[config.mk]
export PLATFORM = sky130hd
export DESIGN_NAME = ssso_observer
export DESIGN_NICKNAME = d
export VERILOG_FILES = /design/src/ssso_pkg.sv /design/src/ssso_pin_sync.sv /design/src/ssso_observer.sv
export SDC_FILE = /design/constraint.sdc
export NUM_CORES = 1
export LEC_CHECK = 0
export BUFFER_PORTS_ARGS = -buffer_cell sky130_fd_sc_hd__buf_2
export CORE_ASPECT_RATIO = 0.9
export CORE_MARGIN = 4
export CORE_UTILIZATION = 40
export DETAILED_ROUTE_END_ITERATION = 12
export MAX_ROUTING_LAYER = met4
export PLACE_DENSITY = 0.6
export SYNTH_ARGS = -nofsm -noshare
export SYNTH_HDL_FRONTEND = slang
export SYNTH_SLANG_ARGS = --single-unit
[constraint.sdc]
create_clock -name clock -period 6.5 [get_ports clock]
set_input_delay 0.325 -clock clock [delete_from_list [all_inputs] [get_ports clock]]
set_output_delay 0.325 -clock clock [all_outputs]
set_load 0.01 [all_outputs]
[src/ssso_pkg.sv]
// Purpose: shared constants and types for the serial port status and state observer
// Assumes: 32-bit avalon-mm register bus, byte addressing, one register per word
// Notes:   register word index times four gives the byte address
package ssso_pkg;

  localparam int ADDR_W = 16;
  localparam int DATA_W = 32;
  localparam int IDX_W  = 14;

  // register word indices
  localparam logic [IDX_W-1:0] IDX_DATA     = 14'h0f60;
  localparam logic [IDX_W-1:0] IDX_CTRL     = 14'h0f61;
  localparam logic [IDX_W-1:0] IDX_MODE     = 14'h0f63;
  localparam logic [IDX_W-1:0] IDX_STATUS   = 14'h0f64;
  localparam logic [IDX_W-1:0] IDX_MONITOR  = 14'h0f65;
  localparam logic [IDX_W-1:0] IDX_IRQ_STAT = 14'h0f68;
  localparam logic [IDX_W-1:0] IDX_IRQ_MASK = 14'h0f69;

  // status bit positions (interrupt status and mask share this layout)
  localparam int ST_TX_EMPTY  = 7;
  localparam int ST_UNDERRUN  = 6;
  localparam int ST_COLLISION = 5;
  localparam int ST_ABORT     = 4;
  localparam int ST_OVERRUN   = 3;
  localparam int ST_RX_FULL   = 2;
  localparam int ST_ACTIVE    = 1;
  localparam int ST_SELECT    = 0;

  // control and mode fields
  localparam int CTRL_ENABLE = 0;
  localparam int CTRL_MASTER = 1;
  localparam int CTRL_RATE   = 2;
  localparam int MODE_NB_LO  = 2;
  localparam int MODE_NB_HI  = 4;

  localparam logic [7:0] STATUS_RESET  = 8'h81;
  localparam logic [7:0] MONITOR_RESET = 8'h00;
  localparam logic [7:0] BYTE_ZERO     = 8'h00;
  localparam logic [7:0] BYTE_ONES     = 8'hff;

  // engine state codes seen by software
  localparam logic [5:0] CODE_IDLE   = 6'h00;
  localparam logic [5:0] CODE_SWAIT  = 6'h01;
  localparam logic [5:0] CODE_MREADY = 6'h11;
  localparam logic [1:0] CODE_BIT    = 2'h2;

  localparam logic [3:0] FULL_CHAR = 4'h8;
  localparam logic [3:0] ONE_BIT   = 4'h1;

  localparam int TIMER_W         = 16;
  localparam int HALF_CYCLES_DEF = 4;
  localparam int MON_TIMEOUT_DEF = 1024;

  typedef enum logic [4:0] {
    ST_IDLE   = 5'h01,
    ST_SWAIT  = 5'h02,
    ST_MREADY = 5'h04,
    ST_BRX    = 5'h08,
    ST_BTX    = 5'h10
  } ssso_state_type;

  typedef struct packed {
    logic                 enable;
    logic                 master;
    logic                 rate_mon;
    logic [2:0]           char_bit_count;
    logic [7:0]           tx_hold;
    logic                 tx_holding_empty;
    logic [7:0]           rx_hold;
    logic                 rx_holding_full;
    logic                 tx_underrun_flag;
    logic                 collision_flag;
    logic                 slave_abort_flag;
    logic                 rx_overrun_flag;
    logic [7:0]           shift;
    logic                 sample;
    logic                 loaded;
    ssso_state_type       state;
    logic [2:0]           idx;
    logic [TIMER_W-1:0]   timer;
    logic                 sck_prev;
    logic                 sel_prev;
    logic [7:0]           irq_stat;
    logic [7:0]           irq_mask;
    logic                 irq;
    logic                 wait_req;
    logic [DATA_W-1:0]    rdata;
    logic                 sck_out;
    logic                 sck_oe;
    logic                 mosi_out;
    logic                 mosi_oe;
    logic                 miso_out;
    logic                 miso_oe;
  } ssso_regs_type;

endpackage

[src/ssso_pin_sync.sv]
// Purpose: three-stage synchroniser with agreement filter for link pins
// Assumes: inputs are asynchronous to clock
// Notes:   a change counts only when stages two and three agree
`timescale 1ns/1ps
module ssso_pin_sync #(
  parameter int    W         = 4,
  parameter logic  RESET_VAL = 1'b0
) (
  input  wire logic         clock,
  input  wire logic         rst,
  input  wire logic [W-1:0] pin_in,
  output logic      [W-1:0] level
);

  typedef struct packed {
    logic [W-1:0] s1;
    logic [W-1:0] s2;
    logic [W-1:0] s3;
    logic [W-1:0] lvl;
  } ssso_sync_type;

  ssso_sync_type q;
  ssso_sync_type d;

  ////////////////////////////////////////////////////////////////////////////
  // first stage is read only by the second stage
  always_comb begin
    d     = q;
    d.s1  = pin_in;
    d.s2  = q.s1;
    d.s3  = q.s2;
    for (int i = 0; i < W; i++) begin
      if (q.s2[i] == q.s3[i]) begin
        d.lvl[i] = q.s3[i];
      end
    end
  end

  always_ff @(posedge clock or posedge rst) begin
    if (rst) begin
      q <= {4 * W{RESET_VAL}};
    end else begin
      q <= d;
    end
  end

  assign level = q.lvl;

endmodule

[src/ssso_observer.sv]
// Purpose: status flags, pin monitor and state code of the serial port, with a
//          small shift engine that produces the events the flags observe
// Assumes: avalon-mm slave with waitrequest; link pins sampled by clock
// Notes:   serial mode 0 only (sample on rising, shift on falling), msb first
//
// The Avalon-MM slave port was left to the implementer.
`timescale 1ns/1ps
module ssso_observer
  import ssso_pkg::*;
#(
  parameter int HALF_CYCLES = ssso_pkg::HALF_CYCLES_DEF,
  parameter int MON_TIMEOUT = ssso_pkg::MON_TIMEOUT_DEF
) (
  input  wire logic                          clock,
  input  wire logic                          rst,
  input  wire logic [ssso_pkg::ADDR_W-1:0]   address,
  input  wire logic                          read,
  input  wire logic                          write,
  input  wire logic [ssso_pkg::DATA_W-1:0]   writedata,
  input  wire logic [3:0]                    byteenable,
  output logic      [ssso_pkg::DATA_W-1:0]   readdata,
  output logic                               waitrequest,
  output logic                               irq,
  input  wire logic                          sck_in,
  input  wire logic                          select_n_in,
  input  wire logic                          mosi_in,
  input  wire logic                          miso_in,
  output logic                               sck_out,
  output logic                               sck_oe,
  output logic                               mosi_out,
  output logic                               mosi_oe,
  output logic                               miso_out,
  output logic                               miso_oe
);
  import ssso_pkg::*;

  if (HALF_CYCLES < 1 || HALF_CYCLES >= (1 << TIMER_W)) begin : g_bad_half
    $error("HALF_CYCLES out of range");
  end
  if (MON_TIMEOUT < 2 || MON_TIMEOUT >= (1 << TIMER_W)) begin : g_bad_mon
    $error("MON_TIMEOUT out of range");
  end

  localparam logic [TIMER_W-1:0] HALF_LAST = TIMER_W'(HALF_CYCLES - 1);
  localparam logic [TIMER_W-1:0] MON_LAST  = TIMER_W'(MON_TIMEOUT - 1);
  localparam logic [TIMER_W-1:0] TIMER_ONE = TIMER_W'(1);
  localparam logic [TIMER_W-1:0] TIMER_ZERO = '0;

  localparam ssso_regs_type REGS_RESET = '{
    enable: 1'b0, master: 1'b0, rate_mon: 1'b0, char_bit_count: 3'h0,
    tx_hold: 8'h00, tx_holding_empty: STATUS_RESET[ST_TX_EMPTY],
    rx_hold: 8'h00, rx_holding_full: 1'b0, tx_underrun_flag: 1'b0,
    collision_flag: 1'b0, slave_abort_flag: 1'b0, rx_overrun_flag: 1'b0,
    shift: 8'h00, sample: 1'b0, loaded: 1'b0, state: ST_IDLE, idx: 3'h0,
    timer: '0, sck_prev: 1'b0, sel_prev: 1'b0, irq_stat: 8'h00,
    irq_mask: 8'h00, irq: 1'b0, wait_req: 1'b1, rdata: '0,
    sck_out: 1'b0, sck_oe: 1'b0, mosi_out: 1'b0, mosi_oe: 1'b0,
    miso_out: 1'b0, miso_oe: 1'b0
  };

  ssso_regs_type q;
  ssso_regs_type d;
  logic [3:0]    pins_f;
  logic          sck_f;
  logic          sel_f;
  logic          mosi_f;
  logic          miso_f;

  ////////////////////////////////////////////////////////////////////////////
  // link pins; select is inverted first, so the filter's low reset reads as deselected
  ssso_pin_sync #(
    .W         (4),
    .RESET_VAL (1'b0)
  ) u_sync (
    .clock  (clock),
    .rst    (rst),
    .pin_in ({sck_in, ~select_n_in, mosi_in, miso_in}),
    .level  (pins_f)
  );

  assign sck_f  = pins_f[3];
  assign sel_f  = pins_f[2];
  assign mosi_f = pins_f[1];
  assign miso_f = pins_f[0];

  ////////////////////////////////////////////////////////////////////////////
  // state code: bit states carry the index and a receive/transmit phase
  function automatic logic [5:0] state_code(input ssso_state_type st,
                                            input logic [2:0] idx);
    logic [5:0] c;
    c = CODE_IDLE;
    case (st)
      ST_SWAIT:  c = CODE_SWAIT;
      ST_MREADY: c = CODE_MREADY;
      ST_BRX:    c = {CODE_BIT, idx, 1'b0};
      ST_BTX:    c = {CODE_BIT, idx, 1'b1};
      default:   c = CODE_IDLE;
    endcase
    return c;
  endfunction

  ////////////////////////////////////////////////////////////////////////////
  always_comb begin
    logic              req;
    logic              cap;
    logic              wr;
    logic [IDX_W-1:0]  widx;
    logic [7:0]        wb;
    logic [7:0]        ev;
    logic [7:0]        stat;
    logic [7:0]        clr;
    logic              din;
    logic [3:0]        nbits;
    logic [3:0]        nm1;
    logic [3:0]        sh_amt;
    logic [7:0]        rx_word;
    logic              rise;
    logic              fall;
    logic              in_bits;
    logic [2:0]        cur_idx;
    logic              load;

    d       = q;
    req     = read | write;
    cap     = req & q.wait_req;
    wr      = write & ~q.wait_req & byteenable[0];
    widx    = address[ADDR_W-1:2];
    wb      = writedata[7:0];
    ev      = BYTE_ZERO;
    clr     = BYTE_ZERO;
    din     = q.master ? miso_f : mosi_f;
    nbits   = (q.char_bit_count == 3'h0) ? FULL_CHAR
                                          : {1'b0, q.char_bit_count};
    nm1     = nbits - ONE_BIT;
    sh_amt  = FULL_CHAR - nbits;
    rx_word = {q.shift[6:0], din} & (BYTE_ONES >> sh_amt);
    rise    = 1'b0;
    fall    = 1'b0;
    in_bits = (q.state == ST_BRX) || (q.state == ST_BTX);
    cur_idx = (q.state == ST_BRX || q.state == ST_BTX) ? q.idx : nm1[2:0];
    load    = 1'b0;

    // status view; disabled port shows reset value of every flag
    stat = STATUS_RESET;
    if (q.enable) begin
      stat[ST_TX_EMPTY]  = q.tx_holding_empty;
      stat[ST_UNDERRUN]  = q.tx_underrun_flag;
      stat[ST_COLLISION] = q.collision_flag;
      stat[ST_ABORT]     = q.slave_abort_flag;
      stat[ST_OVERRUN]   = q.rx_overrun_flag;
      stat[ST_RX_FULL]   = q.rx_holding_full;
      stat[ST_ACTIVE]    = in_bits || (q.state == ST_MREADY);
      stat[ST_SELECT]    = ~sel_f;
    end

    //////////////////////////////////////////////////////////////////////////
    // bus: read data captured when waitrequest drops, write acts one edge later, as waitrequest rises again
    d.wait_req = ~cap;
    if (cap && read) begin
      d.rdata = '0;
      case (widx)
        IDX_STATUS:   d.rdata[7:0] = stat;
        IDX_MONITOR:  d.rdata[7:0] = q.enable ? {sck_f, din, state_code(q.state, q.idx)}
                                              : MONITOR_RESET;
        IDX_CTRL:     d.rdata[2:0] = {q.rate_mon, q.master, q.enable};
        IDX_MODE:     d.rdata[MODE_NB_HI:MODE_NB_LO] = q.char_bit_count;
        IDX_DATA:     d.rdata[7:0] = q.rx_hold;
        IDX_IRQ_STAT: d.rdata[7:0] = q.irq_stat;
        IDX_IRQ_MASK: d.rdata[7:0] = q.irq_mask;
        default:      d.rdata = '0;
      endcase
      if (widx == IDX_DATA) begin
        d.rx_holding_full = 1'b0;
      end
      if (widx == IDX_IRQ_STAT) begin
        clr = BYTE_ONES;
      end
    end

    if (wr) begin
      case (widx)
        IDX_CTRL: begin
          d.enable   = wb[CTRL_ENABLE];
          d.master   = wb[CTRL_MASTER];
          d.rate_mon = wb[CTRL_RATE];
        end
        IDX_MODE:     d.char_bit_count = wb[MODE_NB_HI:MODE_NB_LO];
        IDX_IRQ_MASK: d.irq_mask = wb;
        IDX_STATUS: begin
          // only ones clear; read-only bits ignore the write
          d.tx_underrun_flag = q.tx_underrun_flag & ~wb[ST_UNDERRUN];
          d.collision_flag   = q.collision_flag & ~wb[ST_COLLISION];
          d.slave_abort_flag = q.slave_abort_flag & ~wb[ST_ABORT];
          d.rx_overrun_flag  = q.rx_overrun_flag & ~wb[ST_OVERRUN];
        end
        default: d.enable = q.enable;
      endcase
    end

    //////////////////////////////////////////////////////////////////////////
    // engine; flag sets come after the clears so a same-cycle event survives
    d.sck_prev = sck_f;
    d.sel_prev = sel_f;
    if (sel_f != q.sel_prev) begin
      ev[ST_SELECT] = 1'b1;
    end

    if (q.master) begin
      if ((q.state == ST_MREADY || q.state == ST_BRX) && q.timer == HALF_LAST) begin
        rise = 1'b1;
      end
      if (q.state == ST_BTX && q.timer == HALF_LAST) begin
        fall = 1'b1;
      end
    end else begin
      rise = sck_f & ~q.sck_prev;
      fall = ~sck_f & q.sck_prev;
    end

    d.timer = (in_bits || q.state == ST_MREADY) ? q.timer + TIMER_ONE : TIMER_ZERO;

    case (q.state)
      ST_IDLE: begin
        if (q.master && !q.tx_holding_empty) begin
          load    = 1'b1;
          d.state = ST_MREADY;
        end else if (!q.master && sel_f) begin
          d.state  = ST_SWAIT;
          d.loaded = 1'b0;
        end
      end
      ST_SWAIT: begin
        if (!sel_f) begin
          d.state = ST_IDLE;
        end else if (!q.loaded && !q.tx_holding_empty && !rise) begin
          load = 1'b1;
        end
      end
      default: d.state = q.state;
    endcase

    if (rise && (q.state == ST_SWAIT || q.state == ST_MREADY || q.state == ST_BRX)) begin
      d.sample = din;
      d.idx    = cur_idx;
      d.state  = ST_BTX;
      d.timer  = TIMER_ZERO;
      if (q.state == ST_SWAIT && !q.loaded) begin
        d.tx_underrun_flag = 1'b1;
        ev[ST_UNDERRUN]    = 1'b1;
        // nothing to send: zeros go out instead of stale shift contents
        d.shift            = BYTE_ZERO;
      end
      if (cur_idx == 3'h0) begin
        ev[ST_ACTIVE] = 1'b1;
        if (q.rx_holding_full && !(cap && read && widx == IDX_DATA)) begin
          // overrun keeps the unread character
          d.rx_overrun_flag = 1'b1;
          ev[ST_OVERRUN]    = 1'b1;
        end else begin
          d.rx_hold         = rx_word;
          d.rx_holding_full = 1'b1;
          ev[ST_RX_FULL]    = 1'b1;
        end
        if (!q.master) begin
          d.state  = ST_SWAIT;
          d.loaded = 1'b0;
        end
      end
    end

    if (fall && q.state == ST_BTX) begin
      d.timer = TIMER_ZERO;
      if (q.idx == 3'h0) begin
        d.state = ST_IDLE;
        if (!q.tx_holding_empty) begin
          load    = 1'b1;
          d.state = ST_MREADY;
        end
      end else begin
        d.shift = {q.shift[6:0], q.sample};
        d.idx   = q.idx - 3'h1;
        d.state = ST_BRX;
      end
    end

    if (load) begin
      d.shift            = q.tx_hold << sh_amt;
      d.tx_holding_empty = 1'b1;
      d.loaded           = 1'b1;
      ev[ST_TX_EMPTY]    = 1'b1;
    end

    // another master pulling select low while we drive is a mode fault
    if (q.master && sel_f) begin
      d.collision_flag = 1'b1;
      ev[ST_COLLISION] = 1'b1;
      d.state          = ST_IDLE;
    end

    if (!q.master && in_bits) begin
      if (!sel_f) begin
        d.slave_abort_flag = 1'b1;
        ev[ST_ABORT]       = 1'b1;
        d.state            = ST_IDLE;
      end else if (q.rate_mon && q.timer == MON_LAST && !rise && !fall) begin
        d.slave_abort_flag = 1'b1;
        ev[ST_ABORT]       = 1'b1;
        d.state            = ST_IDLE;
      end
    end

    if (wr && widx == IDX_DATA) begin
      d.tx_hold          = wb;
      d.tx_holding_empty = 1'b0;
    end

    // disabled port: engine and every flag back to reset
    if (!q.enable) begin
      d.tx_holding_empty = REGS_RESET.tx_holding_empty;
      d.rx_holding_full  = 1'b0;
      d.tx_underrun_flag = 1'b0;
      d.collision_flag   = 1'b0;
      d.slave_abort_flag = 1'b0;
      d.rx_overrun_flag  = 1'b0;
      d.state            = ST_IDLE;
      d.loaded           = 1'b0;
      d.idx              = 3'h0;
      d.timer            = TIMER_ZERO;
      ev                 = BYTE_ZERO;
    end

    //////////////////////////////////////////////////////////////////////////
    // interrupt: sticky events, cleared by a read, set wins over that clear
    d.irq_stat = (q.irq_stat & ~clr) | ev;
    d.irq      = |(d.irq_stat & d.irq_mask);

    // pins: master drives clock and mosi, slave drives miso while selected
    d.sck_out  = d.master && (d.state == ST_BTX);
    d.sck_oe   = d.enable && d.master;
    d.mosi_out = d.shift[7];
    d.mosi_oe  = d.enable && d.master;
    d.miso_out = d.shift[7];
    d.miso_oe  = d.enable && !d.master && sel_f;
  end

  always_ff @(posedge clock or posedge rst) begin
    if (rst) begin
      q <= REGS_RESET;
    end else begin
      q <= d;
    end
  end

  assign readdata    = q.rdata;
  assign waitrequest = q.wait_req;
  assign irq         = q.irq;
  assign sck_out     = q.sck_out;
  assign sck_oe      = q.sck_oe;
  assign mosi_out    = q.mosi_out;
  assign mosi_oe     = q.mosi_oe;
  assign miso_out    = q.miso_out;
  assign miso_oe     = q.miso_oe;

endmodule

==> results of run 1 <==
==> layout make-up <==
type | count | area share
multi-input combinational | 415 | 0.422
clock inverter | 6 | 0.0110
sequential | 109 | 0.437
timing repair buffer | 49 | 0.0408
tap | 193 | 0.0386
inverter | 19 | 0.0118
clock buffer | 10 | 0.0382
==> power by group through the flow <==
stage	clock network [mW]	logic, mW	registers [mW]
after floorplan	0	0.0529	0.706
after global placement	0	0.0644	0.709
after detailed placement	0	0.0647	0.710
after CTS	0.589	0.0652	0.696
after global routing	0.613	0.0727	0.698
final	0.570	0.0644	0.696
==> metrics by stage <==
stage	hold slack [ns]	cell area (sq um)	cells	worst slack (ns)	power, mW
floorplan	0.331	5830	608	3.31	0.759
detailed placement	0.324	5930	784	3.13	0.774
global placement	0.320	5930	784	3.13	0.774
CTS	0.0556	6250	801	3.10	1.35
finish	0.0741	6250	801	3.10	1.33
global route	0.0546	6250	801	2.71	1.38
==> cell usage after synthesis (3+ instances only) <==
cell type  number
xor2_1         11
a21oi_1        43
nor3b_1         8
nor2_1         41
clkbuf_1       25
and4_1          3
dfstp_2         3
inv_1          19
nand4_1         5
nor4_1          5
a31oi_1         4
buf_4          34
nand3_1        17
nor3_1          9
nand2b_1        5
a22oi_1         3
and3_1          7
nand2_1        64
and2_1          3
a211oi_1        4
mux2i_1         6
dfrtp_1       106
maj3_1          4
a222oi_1        6
xnor2_1         8
mux2_2         23
ha_1            7
a221oi_1        3
o21ai_0        37
a21o_1          4
nor2b_1        11
==> per-layer routing <==
metal / vias up / wire length (microns)
li1: 2051 / -
met1: 2119 / 7000
met2: 168 / 5650
met3: 16 / 1150
met4: 0 / 191
met5: - / 0
==> sequential cells by signal (all words and copies together) (netlist names) <==
signal        count
q                79
u_sync.q          4
readdata          8
waitrequest       1
sck_out           1
u_sync.level      4
irq               1
miso_oe           1
u_sync.d          8
miso_out          1
mosi_oe           1
==> cell families (layout without fill, tap and decap cells) <==
kind of cell    count (synthesis)  count (layout)
other cells                     1              24
mux                            31              31
fa+ha+maj                      11              11
xor+xnor                       19              19
buf+inv                        84              84
simple gates                  198             198
compound gates                132             132
flops                         109             109
==> final timing paths <==
check                             start          end  slack, ns  depth (start not counted)
max in group asynchronous           rst        q[86]       4.65                          4
hold / removal                  mosi_in  u_sync.d[9]       0.07                          1
hold reg to reg            u_sync.d[10]  u_sync.d[6]       0.35                          0
setup / recovery                 q[118]        q[88]       3.10                          8
min in group asynchronous           rst  u_sync.q[6]       0.49                          3
setup reg to reg                 q[118]        q[88]       3.10                          8
==> worst max-delay path: cells and delay by family (launching register included) <==
| kind | cells | cell delay, ns |
|---|---|---|
| DFF | 1 | 0.75 |
| buffers and inverters | 1 | 0.22 |
| and+or+nand+nor | 4 | 1.59 |
| AOI/OAI and AO/OA | 3 | 0.68 |
==> what timing repair did <==
| action | in CTS | in global routing |
|---|---|---|
| endpoints found under the setup margin | 0 | 0 |
| hold endpoints to repair | 27 | 0 |
| hold buffers | 1 | 0 |
==> results.sh, run 1 <==
export IMPL_synth_ff_type="dfrtp_1"
export IMPL_core_area_sq_um=14100
export IMPL_ys_top_cells_by_area="dfrtp_1, mux2_2, buf_4"
export IMPL_status="completed"
export IMPL_grt_max_degree=83
export IMPL_cts_inserted_buffers=9
export IMPL_multi_input_area_sq_um=2640
export IMPL_grt_util_met1=0.274
export IMPL_die_x_microns=134
export IMPL_power_internal_mw=1.02
export IMPL_syn_area_per_cell_sq_um=9.82
export IMPL_place_gp_congestion=0.906
export IMPL_setup_viol=0
export IMPL_nets=670
export IMPL_clkPwrFrac=0.428
export IMPL_final_util=0.445
export IMPL_cts_repair_resize_count=0
export IMPL_fin_setup_tns_ns=0
export IMPL_syn_to_final_growth_pct=8.78
export IMPL_final_cell_mix="dfrtp_1, nand2_1, buf_2, a21oi_1, nor2_1"
export IMPL_grt_first_pass_wirelength_microns=22600
export IMPL_yosys_area_share_adder=0.0222
export IMPL_antenna_left=0
export IMPL_synth_cells=585
export IMPL_final_hold_violation_count=0
export IMPL_critPathLaunchType="flip-flop"
export IMPL_wl_per_cell_microns=17.5
export IMPL_cts_htree_levels=3
export IMPL_peakVddDrop_mv=0.162
export IMPL_start_util=0.409
export IMPL_clockRootBuffer="clkbuf_16"
export IMPL_power_per_cell_area_nw_per_um2=213
export IMPL_post_synth_top_area_fraction=0.462
export IMPL_p_leak_nw=2.78
export IMPL_yosysTopAreaCell="dfrtp_1"
export IMPL_final_common_cell="dfrtp_1"
export IMPL_clock_path_buffers=2
export IMPL_grt_use_met3=0.0582
export IMPL_worst_pin_slew_ns=1.25
export IMPL_cts_sinks=109
export IMPL_ys_ff_latch=109
export IMPL_antenna_found_initial=0
export IMPL_grt_util_met2=0.237
export IMPL_fp_dieH_microns=122
export IMPL_power_frac_seq=0.523
export IMPL_worst_path_max_fanout=19
export IMPL_synth_top_family_by_area="simple AND/OR/NAND/NOR gates"
export IMPL_ys_seq_area_frac=0.475
export IMPL_worstSetupEndpointType="flip-flop"
export IMPL_grt_total_usage=0.183
export IMPL_rsz0062_at_grt="no"
export IMPL_grt_overflow=0
export IMPL_final_max_slew_violation_count=0
export IMPL_first_global_vias=4142
export IMPL_synth_xor_area_frac=0.0290
export IMPL_num_fill_cells=1380
export IMPL_drv_cap=0
export IMPL_fin_crit_ns=3.40
export IMPL_synthMuxAreaShare=0.0634
export IMPL_drive_gt1_frac=0.179
export IMPL_dp_hpwl_microns=10100
export IMPL_num_vias=4354
export IMPL_seq_area_sq_um=2730
export IMPL_dieArea_sq_um=16300
export IMPL_critPathArrivalTime_ns=3.63
export IMPL_crit_top_cell="a21oi_1"
export IMPL_synth_edff_count=0
export IMPL_pwr_share_comb=0.048
export IMPL_drt_wl_total_microns=14000
export IMPL_synth_compound_area_share=0.150
export IMPL_synth_simple_area_share=0.179
export IMPL_first_pass_iters=5
export IMPL_crit_slowest_cell="nor2b_1"
export IMPL_cts_tree="yes"
export IMPL_busiest_layer="met1"
export IMPL_synth_area_sq_um=5740
export IMPL_io_pins=100
export IMPL_netSwitchingFraction=0.233
export IMPL_yosys_warnings=0
export IMPL_min_path_type="primary input to flip-flop"
export IMPL_num_rows=41
export IMPL_cpPeakStageDelay_ns=0.98
export IMPL_p_switching_mw=0.310
export IMPL_path_clk_slew_ns=0.07
export IMPL_crit_chain="nor4b_1, nand4_1, a2111oi_2, buf_4, nor2b_1, nor3b_1, a21oi_1, a21oi_1"
export IMPL_n_antenna_cell=0
export IMPL_clock_latency_ns=0.36
export IMPL_drt_iter0_markers=461
export IMPL_crit_required_ns=6.73
export IMPL_fmax_ghz=0.294
export IMPL_post_route_drc_count=0
export IMPL_fin_crit_sh=0.524
export IMPL_async_reset_ff_frac=1.00
export IMPL_maxSlewHeadroom=0.165
export IMPL_cts_setup_buffers=0
export IMPL_fin_skew_ns=0.00744
export IMPL_path_class="flip-flop to flip-flop"
export IMPL_port_buffers=46
export IMPL_ys_types=72
export IMPL_vias_per_cell=5.44
Note: power is estimated with default switching activity, not from simulation.
==> inputs of run 2 (changes only) <==
- ABC_AREA: default -> 1
- clock period: 6.5 -> 3.4 ns (I/O delays scaled with it)
==> run 2 against run 1 <==
- clock-buffer cell count up 1
- register-to-register slack worse by 2.5 ns
- clock skew up 0.0016 ns
==> results.sh, run 2 <==
export IMPL_syn_area_per_cell_sq_um=8.14
export IMPL_antenna_found_initial=0
export IMPL_worst_path_max_fanout=11
export IMPL_drt_iter0_markers=412
export IMPL_antenna_left=0
export IMPL_cts_inserted_buffers=9
export IMPL_cp_startpoint="q[114]"
export IMPL_final_hold_violation_count=0
export IMPL_fp_dieH_microns=125
export IMPL_wl_per_cell_microns=14.3
export IMPL_ys_ff_latch=109
export IMPL_clock_latency_ns=0.36
export IMPL_fin_setup_tns_ns=0
export IMPL_dp_hpwl_microns=10600
export IMPL_nets=845
export IMPL_num_rows=42
export IMPL_clockRootBuffer="clkbuf_16"
export IMPL_first_global_vias=4447
export IMPL_ys_top_cells_by_area="dfrtp_1, nand2_1, o21ai_0"
export IMPL_drt_wl_total_microns=14000
export IMPL_async_reset_ff_frac=1.00
export IMPL_crit_required_ns=3.65
export IMPL_power_per_cell_area_nw_per_um2=392
export IMPL_cts_htree_levels=3
export IMPL_die_x_microns=138
export IMPL_synth_ff_type="dfrtp_1"
export IMPL_final_max_slew_violation_count=0
export IMPL_drv_cap=0
export IMPL_grt_max_degree=108
export IMPL_peakVddDrop_mv=0.231
export IMPL_yosysTopAreaCell="dfrtp_1"
export IMPL_start_util=0.409
export IMPL_worstSetupEndpointType="flip-flop"
export IMPL_num_fill_cells=1474
export IMPL_num_vias=4736
export IMPL_port_buffers=46
export IMPL_cts_sinks=109
export IMPL_path_clk_slew_ns=0.07
export IMPL_dieArea_sq_um=17100
export IMPL_clock_path_buffers=2
export IMPL_maxSlewHeadroom=0.444
export IMPL_largest_reg_flops=79
export IMPL_ys_seq_area_frac=0.452
export IMPL_fin_skew_ns=0.00900
export IMPL_path_class="flip-flop to flip-flop"
export IMPL_cpPeakStageDelay_ns=0.49
export IMPL_fin_crit_sh=0.822
export IMPL_cts_repair_resize_count=0
export IMPL_post_route_drc_count=0
export IMPL_grt_overflow=0
export IMPL_crit_chain="inv_1, ha_1, inv_1, ha_1, inv_1, o21ai_1, inv_1, nand2_1, nor2_2, nand2_1, nand2_1, nand2_1, nand2_1, nor2_1, nand2_1"
export IMPL_p_leak_nw=3.17
export IMPL_io_pins=100
export IMPL_final_cell_mix="nand2_1, dfrtp_1, inv_1, nor2_1, o21ai_0"
export IMPL_critPathArrivalTime_ns=3.04
export IMPL_synth_edff_count=0
export IMPL_cts_setup_buffers=0
export IMPL_synth_area_sq_um=6040
export IMPL_setup_viol=0
export IMPL_drive_gt1_frac=0.170
export IMPL_rsz0062_at_grt="no"
export IMPL_fmax_ghz=0.358
export IMPL_syn_to_final_growth_pct=9.94
export IMPL_first_pass_iters=5
export IMPL_critPathLaunchType="flip-flop"
export IMPL_crit_top_cell="nand2_1"
export IMPL_vias_per_cell=4.83
export IMPL_final_common_cell="nand2_1"
export IMPL_grt_first_pass_wirelength_microns=22900
export IMPL_synth_commonest_cells="nand2_1, dfrtp_1, inv_1"
export IMPL_status="completed"
export IMPL_grt_total_usage=0.174
export IMPL_core_area_sq_um=14800
export IMPL_yosys_warnings=0
export IMPL_r2r_start="q[114]"
export IMPL_cts_tree="yes"
export IMPL_post_synth_top_area_fraction=0.439
export IMPL_largest_register="q"
export IMPL_final_util=0.450
export IMPL_worstHoldStart="read"
export IMPL_ys_types=59
export IMPL_fin_crit_ns=2.79
export IMPL_synth_most_common_cell="nand2_1"
export IMPL_min_path_type="primary input to flip-flop"
export IMPL_n_antenna_cell=0
export IMPL_crit_slowest_cell="dfrtp_1"
export IMPL_worst_pin_slew_ns=0.828
export IMPL_synth_cells=742
export IMPL_place_gp_congestion=0.893
==> run 2: cell count changes after synthesis, moves of 11 or more <==
| cell | previous run | this run |
|---|---|---|
| mux2_2 | 23 | 2 |
| nor2_1 | 41 | 67 |
| nor2b_1 | 11 | 0 |
| nor2_2 | 0 | 11 |
| clkbuf_1 | 25 | 8 |
| o21ai_0 | 37 | 59 |
| inv_1 | 19 | 77 |
| nand2_2 | 0 | 11 |
| a21oi_1 | 43 | 19 |
| nand2_1 | 64 | 169 |
| nand3_1 | 17 | 47 |
==> run 2: report_power, final <==
part           switching (mW)  leakage, nW  internal [mW]
Clock                   0.476        0.156          0.668
Sequential             0.0161         1.36           1.32
Combinational          0.0855         1.66         0.0412
==> run 2: cell families (layout without fill, tap and decap cells) <==
family,after synthesis,in the layout,synth area share
mux,2,2,0.00373
flops,109,109,0.452
buf+inv,138,156,0.117
compound gates,122,122,0.122
simple gates,353,353,0.275
xor+xnor,6,6,0.00870
fa+ha+maj,11,11,0.0211
other cells,1,24,0.000621
==> run 2: critical path, delay by kind of cell, from the launching register on <==
family | cells | cell delay, ns
AO/OA/AOI/OAI | 1 | 0.26
buffers and inverters | 4 | 0.63
flip-flops | 1 | 0.49
adder cells (fa/ha/maj) | 2 | 0.68
AND/OR/NAND/NOR | 8 | 0.62
==> run 2: cell type report <==
type / count / area, sq um / area share
Timing Repair Buffer: 54 / 315 / 0.0475
Multi-Input combinational cell: 518 / 2690 / 0.405
Clock inverter: 5 / 81.3 / 0.0122
Tap cell: 198 / 248 / 0.0373
Sequential cell: 109 / 2730 / 0.411
Clock buffer: 11 / 243 / 0.0365
Inverter: 86 / 332 / 0.0499
==> run 2: routing by layer <==
| layer | global-route usage | share of wire |
|---|---|---|
| met5 | - | 0 |
| met4 | 0.0481 | 0.015 |
| met3 | 0.0339 | 0.065 |
| met2 | 0.244 | 0.42 |
| met1 | 0.256 | 0.50 |
==> run 2: path summary, 6_finish.rpt <==
path	end	slack [ns]	cells past startpoint
worst max-delay path	irq	0.61	15
worst min-delay path	waitrequest	0.05	4
worst max register to register	irq	0.61	15
worst min register to register	u_sync.d[5]	0.35	0
max in group asynchronous	readdata[1]	2.44	4
min in group asynchronous	u_sync.d[8]	0.22	3
==> run 2: through the flow <==
stage	std cells	area, sq um	worst slack (ns)	hold WS, ns	power (mW)
after global placement	960	6270	0.663	0.0383	1.48
final	981	6640	0.606	0.0480	2.61
after CTS	981	6640	0.625	0.0337	2.63
after floorplan	765	6130	0.361	0.201	1.46
after global routing	981	6640	0.269	0.0383	2.70
after detailed placement	960	6270	0.636	0.0399	1.48
==> run 2: repair_timing <==
action / 4_1_cts / 5_1_grt
endpoints found under the setup margin: 0 / 0
endpoints found under the hold margin: 6 / 0
hold buffers: 5 / 0
